**src/cpmc_pkg.sv**
```systemverilog
// Purpose: constants for the counter/pulse mode control unit
// Assumes: 250 MHz REF_CLK, AXI4-Lite register access
// Notes: register offsets are byte addresses
package cpmc_pkg;
  // port codes
  localparam logic [15:0] PORT_PULSE_BASE = 16'h0000;
  localparam logic [15:0] PORT_HSC_BASE = 16'h0010;
  localparam logic [15:0] PORT_CNTIN_BASE = 16'h0100;
  localparam logic [15:0] PORT_PWM_BASE = 16'h1000;
  localparam int NUM_PULSE = 4;
  localparam int NUM_HSC = 4;
  localparam int NUM_CNTIN = 8;
  localparam int NUM_PWM = 2;
  // control codes
  localparam logic [15:0] CTL_START_CMP = 16'h0000;
  localparam logic [15:0] CTL_STOP_CMP = 16'h0001;
  localparam logic [15:0] CTL_CHANGE_PV = 16'h0002;
  localparam logic [15:0] CTL_STOP_PULSE = 16'h0003;
  // limits
  localparam logic [31:0] CNTIN_PV_MAX = 32'h0000FFFF;
  // register offsets
  localparam logic [7:0] REG_PORT = 8'h00;
  localparam logic [7:0] REG_CTRL = 8'h04;
  localparam logic [7:0] REG_NV_LO = 8'h08;
  localparam logic [7:0] REG_NV_HI = 8'h0C;
  localparam logic [7:0] REG_CMD = 8'h10;
  localparam logic [7:0] REG_RESULT = 8'h14;
  localparam logic [7:0] REG_CONFIG = 8'h18;
  localparam logic [7:0] REG_STATE = 8'h1C;
  localparam logic [7:0] REG_IRQ_STAT = 8'h20;
  localparam logic [7:0] REG_IRQ_CLR = 8'h24;
  localparam logic [7:0] REG_IRQ_EN = 8'h28;
  localparam logic [7:0] REG_PV_SEL = 8'h2C;
  localparam logic [7:0] REG_PV_READ = 8'h30;
  // field positions of REG_CMD
  localparam int CMD_GO_BIT = 0;
  localparam int CMD_EDGE_BIT = 1;
  localparam int CMD_COND_BIT = 2;
  localparam int CMD_INTASK_BIT = 3;
  // field positions of REG_CONFIG
  localparam int CFG_HSC_EN_LSB = 0;
  localparam int CFG_HSC_RING_LSB = 4;
  localparam int CFG_HSC_INC_LSB = 8;
  localparam int CFG_CNTIN_EN_LSB = 16;
  localparam int CFG_REDUCED_BIT = 24;
  // field positions of REG_STATE; TABLE_REG_BUSY reads back at bit 19, not at ST_TBL_BUSY_BIT
  localparam int ST_PULSE_RUN_LSB = 0;
  localparam int ST_CMP_RUN_LSB = 4;
  localparam int ST_TABLE_LSB = 8;
  localparam int ST_AMOUNT_LSB = 12;
  localparam int ST_PWM_RUN_LSB = 16;
  localparam int ST_TBL_BUSY_BIT = 20;
  // irq bits
  localparam int IRQ_DONE_BIT = 0;
  localparam int IRQ_ERR_BIT = 1;
  // reset values
  localparam logic [31:0] CONFIG_RST = 32'h00000000;
  localparam logic [1:0] AXI_OKAY = 2'h0;
  localparam logic [1:0] AXI_SLVERR = 2'h2;
  typedef enum logic [1:0] {CPMC_PULSE, CPMC_HSC, CPMC_CNTIN, CPMC_PWM} cpmc_kind_t;
endpackage

```
**src/cpmc_top.sv**
```systemverilog
// Purpose: executes mode-control requests for counters, pulse and PWM outputs
// Assumes: inputs synchronous to REF_CLK; single clock domain
// Notes: the outer counter and pulse engines follow the state outputs
//
// Local design decisions: the AXI4-Lite interface to the registers and the placing of the registers.
module cpmc_top
  import cpmc_pkg::*;
#(
  parameter int ADDR_W = 8
)
(
  // clock and reset
  input wire logic REF_CLK,
  input wire logic RST_N,
  input wire logic CLK_EN,
  // axi4-lite write
  input wire logic [ADDR_W-1:0] S_AXI_AWADDR,
  input wire logic S_AXI_AWVALID,
  output logic S_AXI_AWREADY,
  input wire logic [31:0] S_AXI_WDATA,
  input wire logic [3:0] S_AXI_WSTRB,
  input wire logic S_AXI_WVALID,
  output logic S_AXI_WREADY,
  output logic [1:0] S_AXI_BRESP,
  output logic S_AXI_BVALID,
  input wire logic S_AXI_BREADY,
  // axi4-lite read
  input wire logic [ADDR_W-1:0] S_AXI_ARADDR,
  input wire logic S_AXI_ARVALID,
  output logic S_AXI_ARREADY,
  output logic [31:0] S_AXI_RDATA,
  output logic [1:0] S_AXI_RRESP,
  output logic S_AXI_RVALID,
  input wire logic S_AXI_RREADY,
  // engine events
  input wire logic [NUM_PULSE-1:0] PULSE_START,
  input wire logic [NUM_PWM-1:0] PWM_START,
  input wire logic [NUM_HSC-1:0] TABLE_REGISTERED,
  input wire logic TABLE_REG_BUSY,
  // engine controls
  output logic [NUM_PULSE-1:0] PULSE_RUN,
  output logic [NUM_PULSE-1:0] PULSE_AMOUNT_VALID,
  output logic [NUM_PWM-1:0] PWM_RUN,
  output logic [NUM_HSC-1:0] CMP_RUN,
  output logic [4:0] PV_LOAD_PORT,
  output logic [31:0] PV_LOAD_VALUE,
  output logic PV_LOAD,
  output logic ERROR_FLAG,
  output logic IRQ
);
  if (ADDR_W < 8)
  begin : g_addr_check
    $error("ADDR_W too small");
  end

  logic [15:0] port_code;
  logic [15:0] ctrl_code;
  logic [31:0] nv_lo;
  logic [31:0] nv_hi;
  logic [31:0] config_reg;
  logic [NUM_HSC-1:0] table_ok;
  logic [1:0] irq_stat;
  logic [1:0] irq_en;
  logic [31:0] pulse_pv [NUM_PULSE];
  logic [1:0] pv_sel;
  logic cond_prev;
  logic go;
  logic in_task;
  logic done_evt;
  logic aw_hold;
  logic w_hold;
  logic [ADDR_W-1:0] aw_addr;
  logic [31:0] w_data;
  logic wr_fire;

  // request decode
  function automatic logic port_in(input logic [15:0] p, input logic [15:0] base,
                                   input int n);
    logic [15:0] d;
    d = p - base;
    return (p >= base) && (d < 16'(n));
  endfunction

  function automatic logic in_range_u(input logic [31:0] v, input logic [31:0] lim);
    return v <= lim;
  endfunction

  logic is_pulse, is_hsc, is_cntin, is_pwm;
  logic [2:0] idx;
  logic [31:0] new_val;
  logic bad_pair, bad_range, bad_state, req_err;
  cpmc_kind_t kind;

  always_comb
  begin
    is_pulse = port_in(port_code, PORT_PULSE_BASE, NUM_PULSE);
    is_hsc = port_in(port_code, PORT_HSC_BASE, NUM_HSC);
    is_cntin = port_in(port_code, PORT_CNTIN_BASE, NUM_CNTIN);
    is_pwm = port_in(port_code, PORT_PWM_BASE, NUM_PWM);
    idx = port_code[2:0];
    kind = is_hsc ? CPMC_HSC : is_cntin ? CPMC_CNTIN : is_pwm ? CPMC_PWM : CPMC_PULSE;
    new_val = (ctrl_code == CTL_CHANGE_PV) ? {nv_hi[15:0], nv_lo[15:0]} : 32'h00000000;
    bad_pair = 1'b1;
    if (ctrl_code <= CTL_STOP_PULSE)
    begin
      unique case (kind)
        CPMC_PULSE: bad_pair = !is_pulse ||
          !(ctrl_code == CTL_CHANGE_PV || ctrl_code == CTL_STOP_PULSE);
        CPMC_HSC: bad_pair = ctrl_code == CTL_STOP_PULSE;
        CPMC_CNTIN: bad_pair = ctrl_code != CTL_CHANGE_PV;
        CPMC_PWM: bad_pair = ctrl_code != CTL_STOP_PULSE;
      endcase
    end
    bad_range = 1'b0;
    bad_state = 1'b0;
    if (!bad_pair)
    begin
      // interrupt input not in counter mode
      if (is_cntin && (!config_reg[CFG_CNTIN_EN_LSB + 32'(idx)] ||
          (config_reg[CFG_REDUCED_BIT] && idx >= 3'h6)))
        bad_state = 1'b1;
      if (is_cntin && !in_range_u(new_val, CNTIN_PV_MAX))
        bad_range = 1'b1;
      if (is_hsc && !config_reg[CFG_HSC_EN_LSB + 32'(idx[1:0])])
        bad_state = 1'b1;
      if (is_hsc && ctrl_code == CTL_START_CMP && !table_ok[idx[1:0]])
        bad_state = 1'b1;
      if (is_pulse && ctrl_code == CTL_CHANGE_PV && PULSE_RUN[idx[1:0]])
        bad_state = 1'b1;
      if (in_task && TABLE_REG_BUSY)
        bad_state = 1'b1;
    end
    req_err = bad_pair || bad_range || bad_state;
  end

  logic cmd_cond, cmd_edge, cmd_trig;
  always_comb
  begin
    cmd_cond = w_data[CMD_COND_BIT];
    cmd_edge = w_data[CMD_EDGE_BIT];
    cmd_trig = w_data[CMD_GO_BIT] || (cmd_edge ? (cmd_cond && !cond_prev) : cmd_cond);
  end

  // axi write path
  assign S_AXI_AWREADY = !aw_hold && !S_AXI_BVALID;
  assign S_AXI_WREADY = !w_hold && !S_AXI_BVALID;
  assign wr_fire = aw_hold && w_hold && !S_AXI_BVALID;

  always_ff @(posedge REF_CLK or negedge RST_N)
  begin
    if (!RST_N)
    begin
      aw_hold <= 1'b0;
      w_hold <= 1'b0;
      aw_addr <= '0;
      w_data <= 32'h00000000;
      S_AXI_BVALID <= 1'b0;
      S_AXI_BRESP <= AXI_OKAY;
    end
    else if (CLK_EN)
    begin
      if (S_AXI_AWVALID && S_AXI_AWREADY)
      begin
        aw_hold <= 1'b1;
        aw_addr <= S_AXI_AWADDR;
      end
      if (S_AXI_WVALID && S_AXI_WREADY)
      begin
        w_hold <= 1'b1;
        w_data <= S_AXI_WDATA;
      end
      if (wr_fire)
      begin
        aw_hold <= 1'b0;
        w_hold <= 1'b0;
        S_AXI_BVALID <= 1'b1;
        S_AXI_BRESP <= (aw_addr[7:0] <= REG_PV_SEL && aw_addr[1:0] == 2'h0 &&
          aw_addr[7:0] != REG_RESULT && aw_addr[7:0] != REG_STATE &&
          aw_addr[7:0] != REG_IRQ_STAT) ? AXI_OKAY : AXI_SLVERR;
      end
      else if (S_AXI_BVALID && S_AXI_BREADY)
        S_AXI_BVALID <= 1'b0;
    end
  end

  // software registers
  logic wr_cmd;
  assign wr_cmd = wr_fire && aw_addr[7:0] == REG_CMD;
  always_ff @(posedge REF_CLK or negedge RST_N)
  begin
    if (!RST_N)
    begin
      port_code <= 16'h0000;
      ctrl_code <= 16'h0000;
      nv_lo <= 32'h00000000;
      nv_hi <= 32'h00000000;
      config_reg <= CONFIG_RST;
      irq_en <= 2'h0;
      pv_sel <= 2'h0;
      cond_prev <= 1'b0;
      go <= 1'b0;
      in_task <= 1'b0;
    end
    else if (CLK_EN)
    begin
      go <= 1'b0;
      if (wr_fire)
      begin
        unique case (aw_addr[7:0])
          REG_PORT: port_code <= w_data[15:0];
          REG_CTRL: ctrl_code <= w_data[15:0];
          REG_NV_LO: nv_lo <= w_data;
          REG_NV_HI: nv_hi <= w_data;
          REG_CONFIG: config_reg <= w_data;
          REG_IRQ_EN: irq_en <= w_data[1:0];
          REG_PV_SEL: pv_sel <= w_data[1:0];
          default: ;
        endcase
      end
      if (wr_cmd)
      begin
        cond_prev <= cmd_cond;
        go <= cmd_trig;
        in_task <= w_data[CMD_INTASK_BIT];
      end
    end
  end

  // execution
  always_ff @(posedge REF_CLK or negedge RST_N)
  begin
    if (!RST_N)
    begin
      ERROR_FLAG <= 1'b0;
      PULSE_RUN <= '0;
      PULSE_AMOUNT_VALID <= '0;
      PWM_RUN <= '0;
      CMP_RUN <= '0;
      table_ok <= '0;
      PV_LOAD <= 1'b0;
      PV_LOAD_PORT <= 5'h00;
      PV_LOAD_VALUE <= 32'h00000000;
      done_evt <= 1'b0;
      for (int i = 0; i < NUM_PULSE; i++)
        pulse_pv[i] <= 32'h00000000;
    end
    else if (CLK_EN)
    begin
      PV_LOAD <= 1'b0;
      done_evt <= go;
      table_ok <= table_ok | TABLE_REGISTERED;
      PULSE_RUN <= PULSE_RUN | PULSE_START;
      PULSE_AMOUNT_VALID <= PULSE_AMOUNT_VALID | PULSE_START;
      PWM_RUN <= PWM_RUN | PWM_START;
      if (go)
      begin
        ERROR_FLAG <= req_err;
        if (!req_err)
        begin
          unique case (ctrl_code)
            CTL_START_CMP: CMP_RUN[idx[1:0]] <= 1'b1;
            CTL_STOP_CMP: CMP_RUN[idx[1:0]] <= 1'b0;
            // full 32-bit value taken; sign per mode
            CTL_CHANGE_PV:
            begin
              PV_LOAD <= 1'b1;
              PV_LOAD_PORT <= {kind == CPMC_CNTIN, is_hsc, idx};
              PV_LOAD_VALUE <= new_val;
              if (is_pulse)
                pulse_pv[idx[1:0]] <= new_val;
            end
            CTL_STOP_PULSE:
            begin
              if (is_pwm)
                PWM_RUN[idx[0]] <= 1'b0;
              else if (PULSE_RUN[idx[1:0]])
                PULSE_RUN[idx[1:0]] <= 1'b0;
              else
                PULSE_AMOUNT_VALID[idx[1:0]] <= 1'b0;
            end
            default: ;
          endcase
        end
      end
    end
  end

  // interrupt status, set wins over clear
  logic [1:0] irq_clr;
  assign irq_clr = (wr_fire && aw_addr[7:0] == REG_IRQ_CLR) ? w_data[1:0] : 2'h0;
  always_ff @(posedge REF_CLK or negedge RST_N)
  begin
    if (!RST_N)
      irq_stat <= 2'h0;
    else if (CLK_EN)
    begin
      irq_stat <= (irq_stat & ~irq_clr) | {done_evt && ERROR_FLAG, done_evt};
    end
  end
  assign IRQ = |(irq_stat & irq_en);

  // axi read path
  logic [31:0] rd_val;
  logic rd_ok;
  always_comb
  begin
    rd_ok = 1'b1;
    rd_val = 32'h00000000;
    unique case (S_AXI_ARADDR[7:0])
      REG_PORT: rd_val = {16'h0000, port_code};
      REG_CTRL: rd_val = {16'h0000, ctrl_code};
      REG_NV_LO: rd_val = nv_lo;
      REG_NV_HI: rd_val = nv_hi;
      REG_CMD: rd_val = 32'h00000000;
      REG_RESULT: rd_val = {31'h00000000, ERROR_FLAG};
      REG_CONFIG: rd_val = config_reg;
      REG_STATE: rd_val = 32'({TABLE_REG_BUSY, 1'b0, PWM_RUN, PULSE_AMOUNT_VALID,
        table_ok, CMP_RUN, PULSE_RUN});
      REG_IRQ_STAT: rd_val = {30'h00000000, irq_stat};
      REG_IRQ_CLR: rd_val = 32'h00000000;
      REG_IRQ_EN: rd_val = {30'h00000000, irq_en};
      REG_PV_SEL: rd_val = {30'h00000000, pv_sel};
      REG_PV_READ: rd_val = pulse_pv[pv_sel];
      default: rd_ok = 1'b0;
    endcase
  end

  assign S_AXI_ARREADY = !S_AXI_RVALID;
  always_ff @(posedge REF_CLK or negedge RST_N)
  begin
    if (!RST_N)
    begin
      S_AXI_RVALID <= 1'b0;
      S_AXI_RDATA <= 32'h00000000;
      S_AXI_RRESP <= AXI_OKAY;
    end
    else if (CLK_EN)
    begin
      if (S_AXI_ARVALID && S_AXI_ARREADY)
      begin
        S_AXI_RVALID <= 1'b1;
        S_AXI_RDATA <= rd_val;
        S_AXI_RRESP <= rd_ok ? AXI_OKAY : AXI_SLVERR;
      end
      else if (S_AXI_RREADY)
        S_AXI_RVALID <= 1'b0;
    end
  end
endmodule

```
**config.mk**
```make
export PLATFORM = sky130hd
export DESIGN_NAME = cpmc_top
export DESIGN_NICKNAME = d
export VERILOG_FILES = /design/src/cpmc_pkg.sv /design/src/cpmc_top.sv
export SDC_FILE = /design/constraint.sdc
export NUM_CORES = 1
export LEC_CHECK = 0
export BUFFER_PORTS_ARGS = -buffer_cell sky130_fd_sc_hd__buf_4
export CORE_UTILIZATION = 30
export DETAILED_ROUTE_END_ITERATION = 8
export PLACE_DENSITY = 0.43
export SYNTH_ARGS = -nofsm -noshare
export SYNTH_HDL_FRONTEND = slang
export SYNTH_SLANG_ARGS = --single-unit
```
**constraint.sdc**
```tcl
create_clock -name REF_CLK -period 3.25 [get_ports REF_CLK]
set_input_delay 0.325 -clock REF_CLK [delete_from_list [all_inputs] [get_ports REF_CLK]]
set_output_delay 0.325 -clock REF_CLK [all_outputs]
set_load 0.02 [all_outputs]
```
-- Yosys cells after proc, flatten, opt, wreduce, memory -nomap -nowiden
Cells that the tools add are included.
- $add $sub $neg: 4
- magnitude comparators: 21
- equal/unequal tests: 31
- mux-type cells: 65
- bitwise logic cells: 18
- reductions and logical operators: 81
- operator list (kind ; number):
    $pmux W32 S11 ; 1
    $bwmux W128 ; 1
    $mux W32 ; 4
    $bmux W32 S2 ; 1
    $demux W32 S2 ; 1
    $eq A8 B6 Y1 const B ; 8
    $eq A8 B5 Y1 const B ; 6
    $mux W4 ; 10
    $eq A16 B2 Y1 const B ; 2
    $eq A8 B4 Y1 const B ; 4
    $le A32 B16 Y1 const B ; 1
    $logic_and A1 B1 Y1 ; 32
    $lt A16 B3 Y1 const B ; 2
    $ne A16 B2 Y1 const B ; 2
    $mux W1 ; 29
    $reduce_and A3 Y1 ; 7
    $mux W2 ; 10
    $reduce_and A2 Y1 ; 10
    $eq A16 B1 Y1 const B ; 1
    $eq A8 B3 Y1 const B ; 2
    $ge A16 B1 Y1 const B ; 1
    $ge A16 B13 Y1 const B ; 1
    $ge A16 B5 Y1 const B ; 1
    $ge A16 B9 Y1 const B ; 1
    other kinds (44) ; 82
- flip-flop bits (word level): 403
- bits of input ports: 71
- output and inout port bits: 95
- logic and storage cells: 254

-- Depth between registers and ports, before layout
- depth in word-level cells: 15
- mapped depth: 10
- gate-level depth less buffers: 6

-- Least setup slack after synthesis
Ideal clock, no wire load.
- path kind: register to register
- start point: register ctrl_code[3]
- end point: register PV_LOAD_VALUE[16]
- setup time: 125 ps
- arrival: 2369 ps
- required time: 3125 ps
- setup slack: 756 ps
- stages on the path, launching flop included: 9
- buffers on the path: 2
- period minus slack after synthesis: 2494 ps
- path through: dfrtp_1 -> nor4_4 -> nand4_2 -> or4b_1 -> a311oi_1 -> o21ai_1 -> buf_4 -> buf_6 -> mux2_4
- longest elaborated chain between the ends: 11
- elaborated cells between the ends (all ways): 29
- classes of those cells: order compare (2); eq/ne (4); mux (9); bitwise (1); reduce/logical (13)
- ends and longest elaborated chain (element ; line ; text):
    start: declaration ; cpmc_top.sv:57 ; logic [15:0] ctrl_code;
    start signal: assignment ; cpmc_top.sv:211 ; REG_CTRL: ctrl_code <= w_data[15:0];
    $eq A16 B2 Y1, on equally long branches ; - ;
    $mux W32 / $logic_or A1 B1 Y1 (equally long branches) ; cpmc_top.sv:102, cpmc_top.sv:108 ;
    $le A32 B16 Y1 / $logic_not A1 Y1 (equally long branches) ; cpmc_top.sv:85, cpmc_top.sv:108 ;
    $logic_not A1 Y1 / $logic_or A1 B1 Y1 (equally long branches) ; cpmc_top.sv:122, cpmc_top.sv:107 ;
    $logic_and A1 B1 Y1 / $pmux W1 S4 (equally long branches) ; cpmc_top.sv:122, cpmc_top.sv:106 ;
    $mux W1, on equally long branches ; cpmc_top.sv:122, cpmc_top.sv:104 ;
    $mux W1 ; cpmc_top.sv:116 ; if (!bad_pair)
    $logic_or A1 B1 Y1 (2 in a row) ; cpmc_top.sv:133 ; req_err = bad_pair || bad_range || bad_state;
    $not A1 Y1 (no line) ; - ;
    $reduce_and A4 Y1 (no line) ; - ;
    end signal: assignment ; cpmc_top.sv:268 ; PV_LOAD_VALUE <= new_val;
    end: declaration ; cpmc_top.sv:46 ; output logic [31:0] PV_LOAD_VALUE,
Parallel ways exist; a longest one is shown, timed or not.
A chain may end at the register's enable or synchronous reset.

-- Final worst setup path
- start point: register port_code[11]
- end point: register PV_LOAD_PORT[4]
- longest elaborated chain between the ends: 14
- elaborated cells between the ends (all ways): 45
- classes of those cells: add/sub (3); order compare (8); eq/ne (3); mux (13); bitwise (1); reduce/logical (17)
- ends and longest elaborated chain (element ; line ; text):
    start: declaration ; cpmc_top.sv:56 ; logic [15:0] port_code;
    start signal: assignment ; cpmc_top.sv:210 ; REG_PORT: port_code <= w_data[15:0];
    $sub A16 B13 Y16 ; cpmc_top.sv:80 ; d = p - base;
    $lt A16 B2 Y1 ; cpmc_top.sv:81 ; return (p >= base) && (d < 16'(n));
    $logic_and A1 B1 Y1 ; cpmc_top.sv:81 ;
    $mux W2 (3 in a row) ; cpmc_top.sv:101 ; kind = is_hsc ? CPMC_HSC : is_cntin ? CPMC_CNTIN : is_pwm ? CPMC_PWM : CPMC_PULSE;
    $eq A2 B2 Y1, or another cell as far along ; cpmc_top.sv:106 ; unique case (kind)
    $pmux W1 S4 ; cpmc_top.sv:106 ;
    $mux W1 ; cpmc_top.sv:104 ; if (ctrl_code <= CTL_STOP_PULSE)
    $mux W1 ; cpmc_top.sv:116 ;
    $logic_or A1 B1 Y1 (2 in a row) ; cpmc_top.sv:133 ;
    $not A1 Y1 (no line) ; - ;
    $reduce_and A4 Y1 (no line) ; - ;
    end signal: assignment ; cpmc_top.sv:267 ; PV_LOAD_PORT <= {kind == CPMC_CNTIN, is_hsc, idx};
    end: declaration ; cpmc_top.sv:45 ; output logic [4:0] PV_LOAD_PORT,
Parallel ways exist; a longest one is shown, timed or not.

==> results.sh <==
export IMPL_reg2reg_slack_ns=0.27
export IMPL_cts_repair_resized=0
export IMPL_place_area_um2=19800
export IMPL_critPathCapture="PV_LOAD_PORT[4]"
export IMPL_io_buffers=159
export IMPL_p_comb_share_pct=15.6
export IMPL_crit_fanout=23
export IMPL_drt_iter0_markers=662
export IMPL_post_route_cell_area_um2=21700
export IMPL_track_usage_pct=19.0
export IMPL_io_pins=166
export IMPL_r2r_end="PV_LOAD_PORT[4]"
export IMPL_drt_pass1_iterations=5
export IMPL_leakagePower_nw=9.78
export IMPL_start_kind="flip-flop"
export IMPL_grt_overflow=0
export IMPL_power_frac_seq_pct=47.7
export IMPL_grt_pass1_vias=12500
export IMPL_min_path_cells=4
export IMPL_postRouteAntennaNets=0
export IMPL_yosys_warnings=0
export IMPL_area_growth_pct=24.7
export IMPL_yosysSeqAreaShare_pct=57.8
export IMPL_switching_share_pct=29.9
export IMPL_period_share_pct=91.8
export IMPL_numCtsBuffers=47
export IMPL_path_clk_slew_ns=0.06
export IMPL_rows=87
export IMPL_vias=12100
export IMPL_switchingPower_w=0.00411
export IMPL_die_w_um=243
export IMPL_hold_violations=0
export IMPL_synth_flop_cell="dfrtp_1"
export IMPL_fmaxAchievable_mhz=335
export IMPL_internal_power_w=0.00962
export IMPL_syn_area_per_cell_um2=12.4
export IMPL_cts_tree="yes"
export IMPL_clkSinkCount=401
export IMPL_detail_route_wl_per_cell_um=22.9
export IMPL_hold_class="in2reg"
export IMPL_grt_pass1_wl_um=84000
export IMPL_fin_nets=1687
export IMPL_slew_limit_headroom_pct=48.0
export IMPL_cellPowerDensity_nw_per_um2=634
export IMPL_synthArstFlopShare_pct=100
export IMPL_layout_common_cells="dfrtp_1 (400), nand2_1 (202), buf_4 (200)"
export IMPL_pwr_share_clk_pct=36.7
export IMPL_drv_cap=0
export IMPL_h_tree_depth=2
export IMPL_fin_crit_ns=2.98
export IMPL_final_common_cell="dfrtp_1"
export IMPL_syn_inst=1406
export IMPL_rsz0062_at_grt="no"
export IMPL_wl_um=55200
export IMPL_grt_max_degree=88
export IMPL_drv_slew=0
export IMPL_arrival_ns=3.44
export IMPL_cp_startpoint="port_code[11]"
export IMPL_skew_ns=0.0245
export IMPL_status="finished clean"
export IMPL_drive_above_1_share_pct=34.0
export IMPL_max_clock_path_buffers=3
export IMPL_setup_viol=0
export IMPL_rr_worst_depth=7
export IMPL_dp_hpwl_um=37600
export IMPL_critPathKind="reg2reg"
export IMPL_cts_root_buf="clkbuf_16"
export IMPL_clock_latency_ns=0.59
export IMPL_pre_cts_slack_ns=0.341
export IMPL_die_area_um2=58900
export IMPL_diodes=0
export IMPL_antenna_found_initial=4
export IMPL_route_detailed_drc=0
export IMPL_layout_setup_ws_ns=0.266
export IMPL_gp_congestion=0.829
export IMPL_ys_ff_latch=401
export IMPL_worst_slew_pin_slew_ns=0.780
export IMPL_fin_setup_tns_ns=0
export IMPL_die_y_um=243
export IMPL_holdWs_ns=0.0289
export IMPL_required_ns=3.70
export IMPL_cp_end_kind="flip-flop"
export IMPL_rr_startpoint="port_code[11]"
export IMPL_initial_utilization_pct=30.6
export IMPL_synth_edf_count=0
export IMPL_core_um2=56800
export IMPL_max_vdd_ir_drop_uv=341
export IMPL_top_register="pulse_pv"
export IMPL_largest_register_ffs=128
export IMPL_yosysUniqueCellTypes=60
export IMPL_synth_area_um2=17400
export IMPL_via_per_inst=5.03
[worst min path at each step]
| stage | startpoint | slack [ns] | end |
|---|---|---|---|
| after global routing | S_AXI_BREADY | 0.03 | S_AXI_BVALID |
| after floorplan | RST_N | 0.03 | ERROR_FLAG |
| final | S_AXI_BREADY | 0.03 | S_AXI_BVALID |
| after detailed placement | RST_N | 0.36 | PV_LOAD_VALUE[21] |
| after global placement | RST_N | 0.36 | PV_LOAD_VALUE[21] |
| after CTS | S_AXI_BREADY | 0.0006 | S_AXI_BVALID |
[timing repair]
| action | CTS | global route |
|---|---|---|
| endpoints found under the hold margin | 111 | 0 |
| hold buffers | 46 | 0 |
| buffers inserted | 0 | 0 |
[area by class of cell]
class	count	area [µm²]
inverter	8	30.0
sequential	401	10000
timing repair buffer	259	2220
clock inverter	16	126
tap	756	946
multi-input combinational	899	6980
fill	5610	35100
clock buffer	66	1340
[metrics by stage]
stage               instances  power, W  util (%)
floorplan                1407   0.00752         -
global placement         2277   0.00875      34.8
detailed placement       2277   0.00877      34.8
CTS                      2405    0.0140      38.1
global route             2405    0.0144      38.1
finish                   2405    0.0137      38.1
[Yosys cell counts (3+ instances only)]
master	instances	area share, %
a31oi_1	32	1.2
nor4_1	13	0.47
nor4_4	3	0.37
buf_2	8	0.23
mux2_2	195	13
mux2_1	4	0.26
nor3_1	8	0.23
a22o_1	13	0.66
nand4_1	4	0.14
mux2_4	19	1.6
a222oi_1	3	0.17
clkbuf_1	77	1.7
and2_1	3	0.11
nor2_1	47	1.0
a41oi_1	4	0.20
nand3b_1	3	0.13
nor4b_1	3	0.15
mux4_2	42	5.4
nor2b_1	5	0.18
and3_1	3	0.11
o21ai_0	148	4.3
a21oi_1	29	0.84
buf_1	9	0.19
a21o_1	5	0.22
a22oi_1	48	2.1
buf_4	3	0.13
inv_1	8	0.17
dfrtp_1	401	58
nor4_2	4	0.29
nand2_1	202	4.4
mux2i_1	12	0.69
nand3_1	12	0.35
[power by group through the flow]
stage,logic [W],registers (W),clock network (W)
2_1_floorplan,0.00125,0.00627,0
3_3_place_gp,0.00209,0.00665,0
3_5_place_dp,0.00211,0.00666,0
4_1_cts,0.00217,0.00658,0.00521
5_1_grt,0.00232,0.00666,0.00540
6_report,0.00214,0.00655,0.00504
[per-layer routing]
layer	track usage [%]	wire, µm
met4	3.96	833
met5	0	8
met3	2.86	2100
met1	27.0	26000
met2	30.6	26200
[cell families (layout without fill, tap and decap cells)]
group           Yosys count  after routing  share of synthesized area [%]
flops                   401            401                           57.8
simple gates            326            326                           8.69
compound gates          299            299                           10.3
mux                     272            272                           20.7
buf+inv                 107            349                           2.52
other cells               1              2                         0.0216
[worst max-delay path, cell delays in order (launching register included)]
cell	delay (ns)
dfrtp_1	0.40
nor4_2	0.51
nand3_1	0.23
or4b_1	0.55
a311oi_1	0.43
o21ai_4	0.17
buf_12	0.22
mux2_1	0.32
(Power assumes the default switching activity.)
